`config.mk`:
```
export PLATFORM = sky130hd
export DESIGN_NAME = dhl_config_bank
export DESIGN_NICKNAME = d
export VERILOG_FILES = /design/src/design/dhl_pkg.sv /design/src/design/dhl_config_bank.sv /design/src/design/dhl_pull_in_limiter.sv
export SDC_FILE = /design/constraint.sdc
export NUM_CORES = 1
export LEC_CHECK = 0
export BUFFER_PORTS_ARGS = -buffer_cell sky130_fd_sc_hd__buf_2
export CAP_MARGIN = 20
export CORE_MARGIN = 4
export CORE_UTILIZATION = 55
export DETAILED_ROUTE_END_ITERATION = 6
export PLACE_DENSITY = 0.81
export REMOVE_ABC_BUFFERS = 1
export SYNTH_ARGS = -nofsm -noshare
export SYNTH_HDL_FRONTEND = slang
export SYNTH_HIERARCHICAL = 1
export SYNTH_SLANG_ARGS = --single-unit
```
`constraint.sdc`:
```
create_clock -name I_CLK -period 10.64 [get_ports I_CLK]
set_clock_uncertainty 0.2 [all_clocks]
set_input_delay 0.532 -clock I_CLK [delete_from_list [all_inputs] [get_ports I_CLK]]
set_output_delay 0.532 -clock I_CLK [all_outputs]
set_load 0.005 [all_outputs]
```
`src/design/dhl_pkg.sv`:
```
/*
  Shared constants and types for the holdover, pull-in limit and interrupt mask
  configuration bank.
  Assumes one system clock and an 8-bit microprocessor register port.
*/
package dhl_pkg;

  // ----------------------------------------------------------------------------
  // Register offsets
  // ----------------------------------------------------------------------------
  localparam logic [7:0] DHL_ADDR_AUTO_BW = 8'h3B;
  localparam logic [7:0] DHL_ADDR_CAL_LO = 8'h3C;
  localparam logic [7:0] DHL_ADDR_CAL_HI = 8'h3D;
  localparam logic [7:0] DHL_ADDR_HOLD_LO = 8'h3E;
  localparam logic [7:0] DHL_ADDR_HOLD_MID = 8'h3F;
  localparam logic [7:0] DHL_ADDR_HOLD_MODE = 8'h40;
  localparam logic [7:0] DHL_ADDR_LIM_LO = 8'h41;
  localparam logic [7:0] DHL_ADDR_LIM_HI = 8'h42;
  localparam logic [7:0] DHL_ADDR_MASK_LO = 8'h43;
  localparam logic [7:0] DHL_ADDR_MASK_MID = 8'h44;
  localparam logic [7:0] DHL_ADDR_MASK_HI = 8'h45;

  // ----------------------------------------------------------------------------
  // Reset values
  // ----------------------------------------------------------------------------
  localparam logic [7:0] DHL_RST_AUTO_BW = 8'h88;
  localparam logic [7:0] DHL_RST_CAL_LO = 8'h99;
  localparam logic [7:0] DHL_RST_CAL_HI = 8'h99;
  localparam logic [7:0] DHL_RST_HOLD = 8'h00;
  localparam logic [7:0] DHL_RST_HOLD_MODE = 8'h88;
  localparam logic [7:0] DHL_RST_LIM_LO = 8'h76;
  localparam logic [7:0] DHL_RST_LIM_HI = 8'h00;
  localparam logic [7:0] DHL_RST_MASK = 8'h00;
  localparam logic [7:0] DHL_RD_UNMAPPED = 8'h00;

  // ----------------------------------------------------------------------------
  // Field positions
  // ----------------------------------------------------------------------------
  localparam int DHL_BIT_AUTO_BW_SEL = 7;
  localparam int DHL_BIT_INT_LIMIT = 3;
  localparam int DHL_BIT_AUTO_AVG = 7;
  localparam int DHL_BIT_FAST_AVG = 6;
  localparam int DHL_BIT_READ_AVG = 5;
  localparam int DHL_MINI_HI = 4;
  localparam int DHL_MINI_LO = 3;
  localparam int DHL_HOLD_TOP_W = 3;
  localparam int DHL_LIM_TOP_W = 2;
  localparam int DHL_BIT_MASK_OPMODE = 7;
  localparam int DHL_BIT_MASK_MAINREF = 6;
  localparam int DHL_BIT_MASK_T4 = 6;

  // ----------------------------------------------------------------------------
  // Widths and derived values
  // ----------------------------------------------------------------------------
  localparam int DHL_FREQ_W = 19;
  localparam int DHL_LIM_W = 10;
  localparam int DHL_CAL_W = 16;
  localparam int DHL_N_INPUTS = 14;
  localparam int DHL_LIM_SCALE = 7136;
  // Calibration word that stands for the nominal 12.8 MHz crystal.
  localparam logic [15:0] DHL_CAL_NOMINAL = 16'h9999;

  typedef enum logic [1:0] {
    DHL_MINI_FULL = 2'h0,
    DHL_MINI_FROZEN = 2'h1,
    DHL_MINI_FAST = 2'h2,
    DHL_MINI_SLOW = 2'h3
  } dhl_mini_type;

  typedef struct packed {
    logic [7:0] addr;
    logic wr;
    logic rd;
    logic [7:0] wdata;
  } dhl_bus_type;

  typedef struct packed {
    logic [DHL_N_INPUTS-1:0] inputs;
    logic op_mode;
    logic main_ref;
    logic t4_state;
  } dhl_event_type;

  typedef struct packed {
    logic in_holdover;
    logic in_mini_holdover;
    logic manual_holdover;
  } dhl_loop_mode_type;

endpackage

```
`src/design/dhl_config_bank.sv`:
```
/*
  Holdover, pull-in limit, crystal calibration and interrupt mask register bank.
  Assumes a synchronous 8-bit register port and that the DPLL, the averagers and
  the event sources run on the same system clock.
*/
`timescale 1ns/1ps

// Function
// - With the limit bit set, hold the integral path at minimum or maximum frequency.
// - While the integral path is held, freeze the reported loop frequency.
// - The 16-bit calibration word is a ppm offset from 12.8 MHz nominal.
// - Frequency monitors keep the uncalibrated crystal value.
// - Manual holdover value is 19 bits signed from three register parts.
// - Except in frozen, fast or slow mini holdover, manual control uses manual value, otherwise auto-averaging uses averaged value, otherwise frozen value.
// - Read-average bit picks written value or averaged value on read.
// - Fourteen input mask bits gate interrupts; masks reset to zero.
// - Operating mode changes interrupt only when their mask bit is set.
// - Main reference failure interrupts only when its mask bit is set.
// - Secondary path state changes interrupt only when their mask bit is set.
module dhl_config_bank #(
  parameter int FREQ_W = dhl_pkg::DHL_FREQ_W,
  parameter int LIM_SCALE = dhl_pkg::DHL_LIM_SCALE
) (
  input wire logic I_CLK,
  input wire logic I_NRST,
  input wire dhl_pkg::dhl_bus_type I_BUS,
  output logic [7:0] O_RD_DATA,
  input wire dhl_pkg::dhl_loop_mode_type I_MODE,
  input wire logic signed [FREQ_W-1:0] I_T0_FREQ,
  input wire logic signed [FREQ_W-1:0] I_T4_FREQ,
  input wire logic signed [FREQ_W-1:0] I_FAST_AVG_FREQ,
  input wire logic signed [FREQ_W-1:0] I_SLOW_AVG_FREQ,
  input wire dhl_pkg::dhl_event_type I_EVENTS,
  input wire dhl_pkg::dhl_event_type I_STATUS_CLR,
  output dhl_pkg::dhl_event_type O_STATUS,
  output logic O_IRQ,
  output logic O_T0_INT_HOLD,
  output logic O_T4_INT_HOLD,
  output logic signed [FREQ_W-1:0] O_REPORTED_FREQ,
  output logic signed [FREQ_W-1:0] O_HOLDOVER_FREQ,
  output logic [dhl_pkg::DHL_CAL_W-1:0] O_LOOP_XTAL_CAL,
  output logic [dhl_pkg::DHL_CAL_W-1:0] O_MON_XTAL_CAL,
  output logic [dhl_pkg::DHL_LIM_W-1:0] O_PULL_IN_BOUND,
  output logic O_AUTO_BW_SEL
);
  import dhl_pkg::*;

  logic [7:0] auto_bw_q;
  logic [7:0] cal_lo_q;
  logic [7:0] cal_hi_q;
  logic [7:0] hold_lo_q;
  logic [7:0] hold_mid_q;
  logic [7:0] hold_mode_q;
  logic [7:0] lim_lo_q;
  logic [DHL_LIM_TOP_W-1:0] lim_hi_q;
  logic [7:0] mask_lo_q;
  logic [7:0] mask_mid_q;
  logic mask_t4_q;
  logic signed [FREQ_W-1:0] frozen_q;
  logic signed [FREQ_W-1:0] reported_q;
  logic signed [FREQ_W-1:0] holdover_q;
  logic signed [FREQ_W-1:0] holdover_d;
  logic signed [FREQ_W-1:0] manual_freq;
  logic signed [FREQ_W-1:0] avg_freq;
  logic signed [FREQ_W-1:0] read_freq;
  logic [7:0] rdata_q;
  logic [7:0] rdata_d;
  logic in_hold_q;
  logic int_limit_en;
  logic t0_at_max;
  logic t0_at_min;
  logic t4_at_max;
  logic t4_at_min;
  logic [DHL_LIM_W-1:0] bound;
  dhl_event_type status_q;
  dhl_event_type mask_vec;
  dhl_mini_type mini_mode;

  // ----------------------------------------------------------------------------
  // Register writes
  // ----------------------------------------------------------------------------
  always_ff @(posedge I_CLK) begin
    if (!I_NRST) begin
      auto_bw_q <= DHL_RST_AUTO_BW;
      cal_lo_q <= DHL_RST_CAL_LO;
      cal_hi_q <= DHL_RST_CAL_HI;
      hold_lo_q <= DHL_RST_HOLD;
      hold_mid_q <= DHL_RST_HOLD;
      hold_mode_q <= DHL_RST_HOLD_MODE;
      lim_lo_q <= DHL_RST_LIM_LO;
      lim_hi_q <= DHL_RST_LIM_HI[DHL_LIM_TOP_W-1:0];
      mask_lo_q <= DHL_RST_MASK;
      mask_mid_q <= DHL_RST_MASK;
      mask_t4_q <= DHL_RST_MASK[DHL_BIT_MASK_T4];
    end else if (I_BUS.wr) begin
      unique case (I_BUS.addr)
        DHL_ADDR_AUTO_BW: begin
          auto_bw_q[DHL_BIT_AUTO_BW_SEL] <= I_BUS.wdata[DHL_BIT_AUTO_BW_SEL];
          auto_bw_q[DHL_BIT_INT_LIMIT] <= I_BUS.wdata[DHL_BIT_INT_LIMIT];
        end
        DHL_ADDR_CAL_LO: cal_lo_q <= I_BUS.wdata;
        DHL_ADDR_CAL_HI: cal_hi_q <= I_BUS.wdata;
        DHL_ADDR_HOLD_LO: hold_lo_q <= I_BUS.wdata;
        DHL_ADDR_HOLD_MID: hold_mid_q <= I_BUS.wdata;
        DHL_ADDR_HOLD_MODE: hold_mode_q <= I_BUS.wdata;
        DHL_ADDR_LIM_LO: lim_lo_q <= I_BUS.wdata;
        DHL_ADDR_LIM_HI: lim_hi_q <= I_BUS.wdata[DHL_LIM_TOP_W-1:0];
        DHL_ADDR_MASK_LO: mask_lo_q <= I_BUS.wdata;
        DHL_ADDR_MASK_MID: mask_mid_q <= I_BUS.wdata;
        DHL_ADDR_MASK_HI: mask_t4_q <= I_BUS.wdata[DHL_BIT_MASK_T4];
        default: begin
        end
      endcase
    end
  end

  // ----------------------------------------------------------------------------
  // Decoded fields
  // ----------------------------------------------------------------------------
  assign int_limit_en = auto_bw_q[DHL_BIT_INT_LIMIT];
  assign O_AUTO_BW_SEL = auto_bw_q[DHL_BIT_AUTO_BW_SEL];
  // The loop sees the calibrated crystal; the monitors deliberately do not, so
  // their thresholds stay tied to the raw oscillator.
  assign O_LOOP_XTAL_CAL = {cal_hi_q, cal_lo_q};
  assign O_MON_XTAL_CAL = DHL_CAL_NOMINAL;
  assign manual_freq = {hold_mode_q[DHL_HOLD_TOP_W-1:0], hold_mid_q, hold_lo_q};
  assign avg_freq = hold_mode_q[DHL_BIT_FAST_AVG] ? I_FAST_AVG_FREQ
                                                  : I_SLOW_AVG_FREQ;
  assign mini_mode = dhl_mini_type'(hold_mode_q[DHL_MINI_HI:DHL_MINI_LO]);
  assign bound = {lim_hi_q, lim_lo_q};
  assign O_PULL_IN_BOUND = bound;

  // ----------------------------------------------------------------------------
  // Integral limiting for both loops
  // ----------------------------------------------------------------------------
  dhl_pull_in_limiter #(
    .FREQ_W(FREQ_W),
    .LIM_W(DHL_LIM_W),
    .LIM_SCALE(LIM_SCALE)
  ) u_t0_limit (
    .i_freq(I_T0_FREQ),
    .i_bound(bound),
    .i_enable(int_limit_en),
    .o_at_max(t0_at_max),
    .o_at_min(t0_at_min),
    .o_hold(O_T0_INT_HOLD)
  );

  dhl_pull_in_limiter #(
    .FREQ_W(FREQ_W),
    .LIM_W(DHL_LIM_W),
    .LIM_SCALE(LIM_SCALE)
  ) u_t4_limit (
    .i_freq(I_T4_FREQ),
    .i_bound(bound),
    .i_enable(int_limit_en),
    .o_at_max(t4_at_max),
    .o_at_min(t4_at_min),
    .o_hold(O_T4_INT_HOLD)
  );

  // Reported value tracks the loop except while its integral path is held.
  always_ff @(posedge I_CLK) begin
    if (!I_NRST) begin
      reported_q <= '0;
    end else if (!O_T0_INT_HOLD) begin
      reported_q <= I_T0_FREQ;
    end
  end

  assign O_REPORTED_FREQ = reported_q;

  // ----------------------------------------------------------------------------
  // Holdover frequency selection
  // ----------------------------------------------------------------------------
  // The frozen value is caught on the cycle the loop enters either holdover
  // state, so it is the last locked frequency rather than a later drift.
  always_ff @(posedge I_CLK) begin
    if (!I_NRST) begin
      in_hold_q <= 1'b0;
      frozen_q <= '0;
    end else begin
      in_hold_q <= I_MODE.in_holdover | I_MODE.in_mini_holdover;
      if (!in_hold_q && (I_MODE.in_holdover || I_MODE.in_mini_holdover)) begin
        frozen_q <= reported_q;
      end
    end
  end

  // Manual holdover control overrides auto-averaging, so software can pin the
  // holdover word even while the averager stays enabled.
  always_comb begin
    if (I_MODE.manual_holdover) begin
      holdover_d = manual_freq;
    end else if (hold_mode_q[DHL_BIT_AUTO_AVG]) begin
      holdover_d = avg_freq;
    end else begin
      holdover_d = frozen_q;
    end
    if (I_MODE.in_mini_holdover && !I_MODE.in_holdover) begin
      unique case (mini_mode)
        DHL_MINI_FULL: holdover_d = holdover_d;
        DHL_MINI_FROZEN: holdover_d = frozen_q;
        DHL_MINI_FAST: holdover_d = I_FAST_AVG_FREQ;
        DHL_MINI_SLOW: holdover_d = I_SLOW_AVG_FREQ;
      endcase
    end
  end

  always_ff @(posedge I_CLK) begin
    if (!I_NRST) begin
      holdover_q <= '0;
    end else begin
      holdover_q <= holdover_d;
    end
  end

  assign O_HOLDOVER_FREQ = holdover_q;

  // ----------------------------------------------------------------------------
  // Event status and interrupt
  // ----------------------------------------------------------------------------
  // Flags record every event whatever the mask; a set in the same cycle as a
  // clear wins so that no event is lost.
  always_ff @(posedge I_CLK) begin
    if (!I_NRST) begin
      status_q <= '0;
    end else begin
      status_q <= (status_q & ~I_STATUS_CLR) | I_EVENTS;
    end
  end

  assign mask_vec.inputs = {mask_mid_q[DHL_N_INPUTS-9:0], mask_lo_q};
  assign mask_vec.op_mode = mask_mid_q[DHL_BIT_MASK_OPMODE];
  assign mask_vec.main_ref = mask_mid_q[DHL_BIT_MASK_MAINREF];
  assign mask_vec.t4_state = mask_t4_q;
  assign O_IRQ = |(status_q & mask_vec);
  assign O_STATUS = status_q;

  // ----------------------------------------------------------------------------
  // Register reads
  // ----------------------------------------------------------------------------
  assign read_freq = hold_mode_q[DHL_BIT_READ_AVG] ? avg_freq : manual_freq;

  always_comb begin
    rdata_d = DHL_RD_UNMAPPED;
    unique case (I_BUS.addr)
      DHL_ADDR_AUTO_BW: rdata_d = auto_bw_q;
      DHL_ADDR_CAL_LO: rdata_d = cal_lo_q;
      DHL_ADDR_CAL_HI: rdata_d = cal_hi_q;
      DHL_ADDR_HOLD_LO: rdata_d = read_freq[7:0];
      DHL_ADDR_HOLD_MID: rdata_d = read_freq[15:8];
      DHL_ADDR_HOLD_MODE: begin
        rdata_d = hold_mode_q;
        rdata_d[DHL_HOLD_TOP_W-1:0] = read_freq[FREQ_W-1:16];
      end
      DHL_ADDR_LIM_LO: rdata_d = lim_lo_q;
      DHL_ADDR_LIM_HI: rdata_d = {6'h00, lim_hi_q};
      DHL_ADDR_MASK_LO: rdata_d = mask_lo_q;
      DHL_ADDR_MASK_MID: rdata_d = mask_mid_q;
      DHL_ADDR_MASK_HI: rdata_d = {1'b0, mask_t4_q, 6'h00};
      default: rdata_d = DHL_RD_UNMAPPED;
    endcase
  end

  // Read data is registered, one cycle after the read strobe, and holds.
  always_ff @(posedge I_CLK) begin
    if (!I_NRST) begin
      rdata_q <= DHL_RD_UNMAPPED;
    end else if (I_BUS.rd) begin
      rdata_q <= rdata_d;
    end
  end

  assign O_RD_DATA = rdata_q;

endmodule

```
`src/design/dhl_pull_in_limiter.sv`:
```
/*
  Pull-in bound check for one DPLL frequency word.
  Assumes the loop frequency is a signed word relative to the calibrated crystal.
*/
`timescale 1ns/1ps

module dhl_pull_in_limiter #(
  parameter int FREQ_W = 19,
  parameter int LIM_W = 10,
  parameter int LIM_SCALE = 7136
) (
  input wire logic signed [FREQ_W-1:0] i_freq,
  input wire logic [LIM_W-1:0] i_bound,
  input wire logic i_enable,
  output logic o_at_max,
  output logic o_at_min,
  output logic o_hold
);
  localparam int PW = LIM_W + 14;
  localparam int CW = (PW > FREQ_W ? PW : FREQ_W) + 1;

  logic [PW-1:0] product;
  logic signed [CW-1:0] upper;
  logic signed [CW-1:0] lower;
  logic signed [CW-1:0] freq_x;

  // ----------------------------------------------------------------------------
  // Symmetric bound
  // ----------------------------------------------------------------------------
  // The same bound serves the positive and negative side.
  assign product = PW'(i_bound) * PW'(LIM_SCALE);
  assign upper = $signed(CW'(product));
  assign lower = -upper;
  assign freq_x = CW'(i_freq);
  assign o_at_max = freq_x >= upper;
  assign o_at_min = freq_x <= lower;
  assign o_hold = i_enable & (o_at_max | o_at_min);

endmodule

```
==> impl_metrics.json <==
{
  "status": "complete, but fails checks",
  "violations": "DRC",
  "tritoncts": "yes",
  "ir_worst_vdd_mv": 0.1138,
  "htree_levels": 4,
  "insertion_delay_ps": 440,
  "die_h_um": 168.8,
  "cts_buffers": 17,
  "die_area_um2": 28490,
  "cp-start-kind": "flop",
  "max_cap_violations": 0,
  "clk_path_buf_depth": 2,
  "setup_viol": 0,
  "post_cts_buffers": 0,
  "final_nets": 2121,
  "antenna_found_initial": 0,
  "r2r-start": "lim_lo_q[4]",
  "finalHoldViolations": 0,
  "maxSlewHeadroom_pct": 20.63,
  "worst_pin_slew_ps": 1161,
  "slew_viol_final": 0,
  "design.core.area_um2": 25330,
  "leakage_nw": 7.900,
  "groute.usage.overall_pct": 26.43,
  "netlist_instances": 1568,
  "area_growth_pct": 13.18,
  "drt_wl_total_um": 38670,
  "drive_gt1_share_pct": 19.43,
  "cp_top_family": "adder cells",
  "postSynthAreaPerCell_um2": 9.069,
  "min_period_over_period_pct": 86.77,
  "grt_pass1_wl_um": 61910,
  "placed_area_um2": 15480,
  "cts-resized-gates": 0,
  "drc": 1,
  "crit_fanout": 20,
  "dp_hpwl_um": 29780,
  "vias": 12328,
  "crit_path_end_kind": "primary output",
  "tns_ps": 0,
  "grt_max_degree": 101,
  "arrival_ps": 8500,
  "min-delay-start": "I_EVENTS[2]",
  "clkTransAtPathRegs_ps": 60,
  "max_freq_mhz": 108.3,
  "cts_num_sinks": 152,
  "gr-total-overflow": 0,
  "rsz0062_at_grt": "false",
  "syn_area_um2": 14220,
  "portBuffers": 225,
  "place.gp.congestion": 0.9698,
  "row_count": 58,
  "drt-pass1-iter-count": 7,
  "min_path_type": "primary input to flop",
  "worstPathRequired_ps": 9910,
  "criticalPathCategory": "flop to primary output",
  "crit-reg2reg-capture": "O_REPORTED_FREQ[8]",
  "hold_end": "O_STATUS[2]",
  "final_area_um2": 16090,
  "finalCriticalPeriod_ps": 9233,
  "antenna_cells": 0,
  "cp.buffers_inverters": 7,
  "dieWidth_um": 168.8,
  "critical-path-max-stage-delay_ps": 700,
  "drt_iter0_drc": 999,
  "ant_nets": 0,
  "floorplan.initialDensity_pct": 56.15,
  "clockRootBuffer": "clkbuf_16",
  "rrSetupSlack_ps": 2130,
  "num_io_pins": 242,
  "worstHoldPathCells": 2,
  "worstRegToRegCells": 28,
  "ys_warn_count": 6,
  "power_density_nw_per_um2": 90.50,
  "cpMostUsedCell": "inv_1",
  "first_global_vias": 12263,
  "holdBufCountCts": 0,
  "viasPerCell": 5.884,
  "drt-wirelength-per-cell_um": 18.46,
  "cp_slowest_cell": "dfxtp_1"
}
## worst max path at each step
stage,from,to,slack (ps),depth (start not counted)
6_report,lim_lo_q[4],O_T0_INT_HOLD,1410,27
3_5_place_dp,lim_lo_q[4],O_T0_INT_HOLD,1870,27
2_1_floorplan,lim_lo_q[4],O_T0_INT_HOLD,2610,25
3_3_place_gp,lim_lo_q[4],O_T0_INT_HOLD,2320,27
5_1_grt,lim_lo_q[4],O_T0_INT_HOLD,940,27
4_1_cts,lim_lo_q[4],O_T0_INT_HOLD,1390,27
## worst register-to-register path: cells and delay by family (launching register included)
kind            cells  cell delay, ps
buf+inv             6             880
simple gates        5            1110
fa+ha+maj           6            2770
xor+xnor            2             500
mux                 1             260
compound gates      8            1970
flops               1             700
## layout make-up
cell class | instances | area, um^2
flip-flops and latches | 152 | 3043
clock buffers | 17 | 425.4
repair buffers | 238 | 1226
clock inverters | 15 | 176.4
well taps | 330 | 412.9
fillers | 2030 | 9233
multi-input cells | 1163 | 10130
inverters | 180 | 675.6
## per-layer routing
layer	wire length, um	global-route usage (%)	vias up
met4	932	9.174	0
li1	-	-	5823
met1	15670	33.69	5912
met2	18890	45.33	513
met5	0	0	-
met3	3167	4.531	80
## state kept, by name, summed over array words and instances, names as in the netlist
name and flops:
O_HOLDOVER_FREQ 19, lim_hi_q 2, O_RD_DATA 8, hold_mode_q 8
lim_lo_q 8, O_REPORTED_FREQ 19, auto_bw_q 2, hold_lo_q 8
O_STATUS 17, hold_mid_q 8, frozen_q 19, mask_mid_q 8
in_hold_q 1, mask_t4_q 1, mask_lo_q 8, cal_lo_q 8
cal_hi_q 8
## where the power goes
part / internal, mW / leakage, nW / total [mW] / switching [mW]
combinational: 0.104 / 6.37 / 0.235 / 0.131
clock: 0.355 / 0.295 / 0.623 / 0.268
sequential: 0.586 / 1.24 / 0.599 / 0.0134
total: 1.04 / 7.90 / 1.46 / 0.412
## cell usage in the layout (no fill, tap or decap), types with 6 or more instances in the layout
master     instances
a221oi_1          23
mux2i_1          109
nor2_1            68
o21a_1            29
nand2_1          105
a21oi_2            6
clkbuf_16         17
xnor2_1           33
xor2_1            19
conb_1            16
a211oi_1          44
inv_1            180
buf_2            224
and3_1            11
fa_1              74
nand3_1           13
dfxtp_1          152
nand4_1           21
o21ai_0           22
nand2b_1           6
buf_4             14
o21ai_1            7
mux2_2            27
nor4_1            10
a22oi_1           12
inv_6              6
a21o_1            30
nand3b_1           9
nor2b_1          101
ha_1             162
nor3b_1           21
a21boi_0          20
a21oi_1           40
nor3_1             9
## through the flow
step / cells / power (mW) / hold slack, ps / utilization, % / setup WS (ps)
floorplan: 1495 / 0.7382 / 241.7 / - / 2609
global placement: 2062 / 0.8332 / 248.0 / 61.14 / 2317
detailed placement: 2062 / 0.8412 / 251.9 / 61.14 / 1865
CTS: 2094 / 1.455 / 96.56 / 63.52 / 1393
global route: 2095 / 1.506 / 101.6 / 63.55 / 939.4
finish: 2095 / 1.457 / 106.1 / 63.55 / 1407
Power figures use the tool's default switching activity.
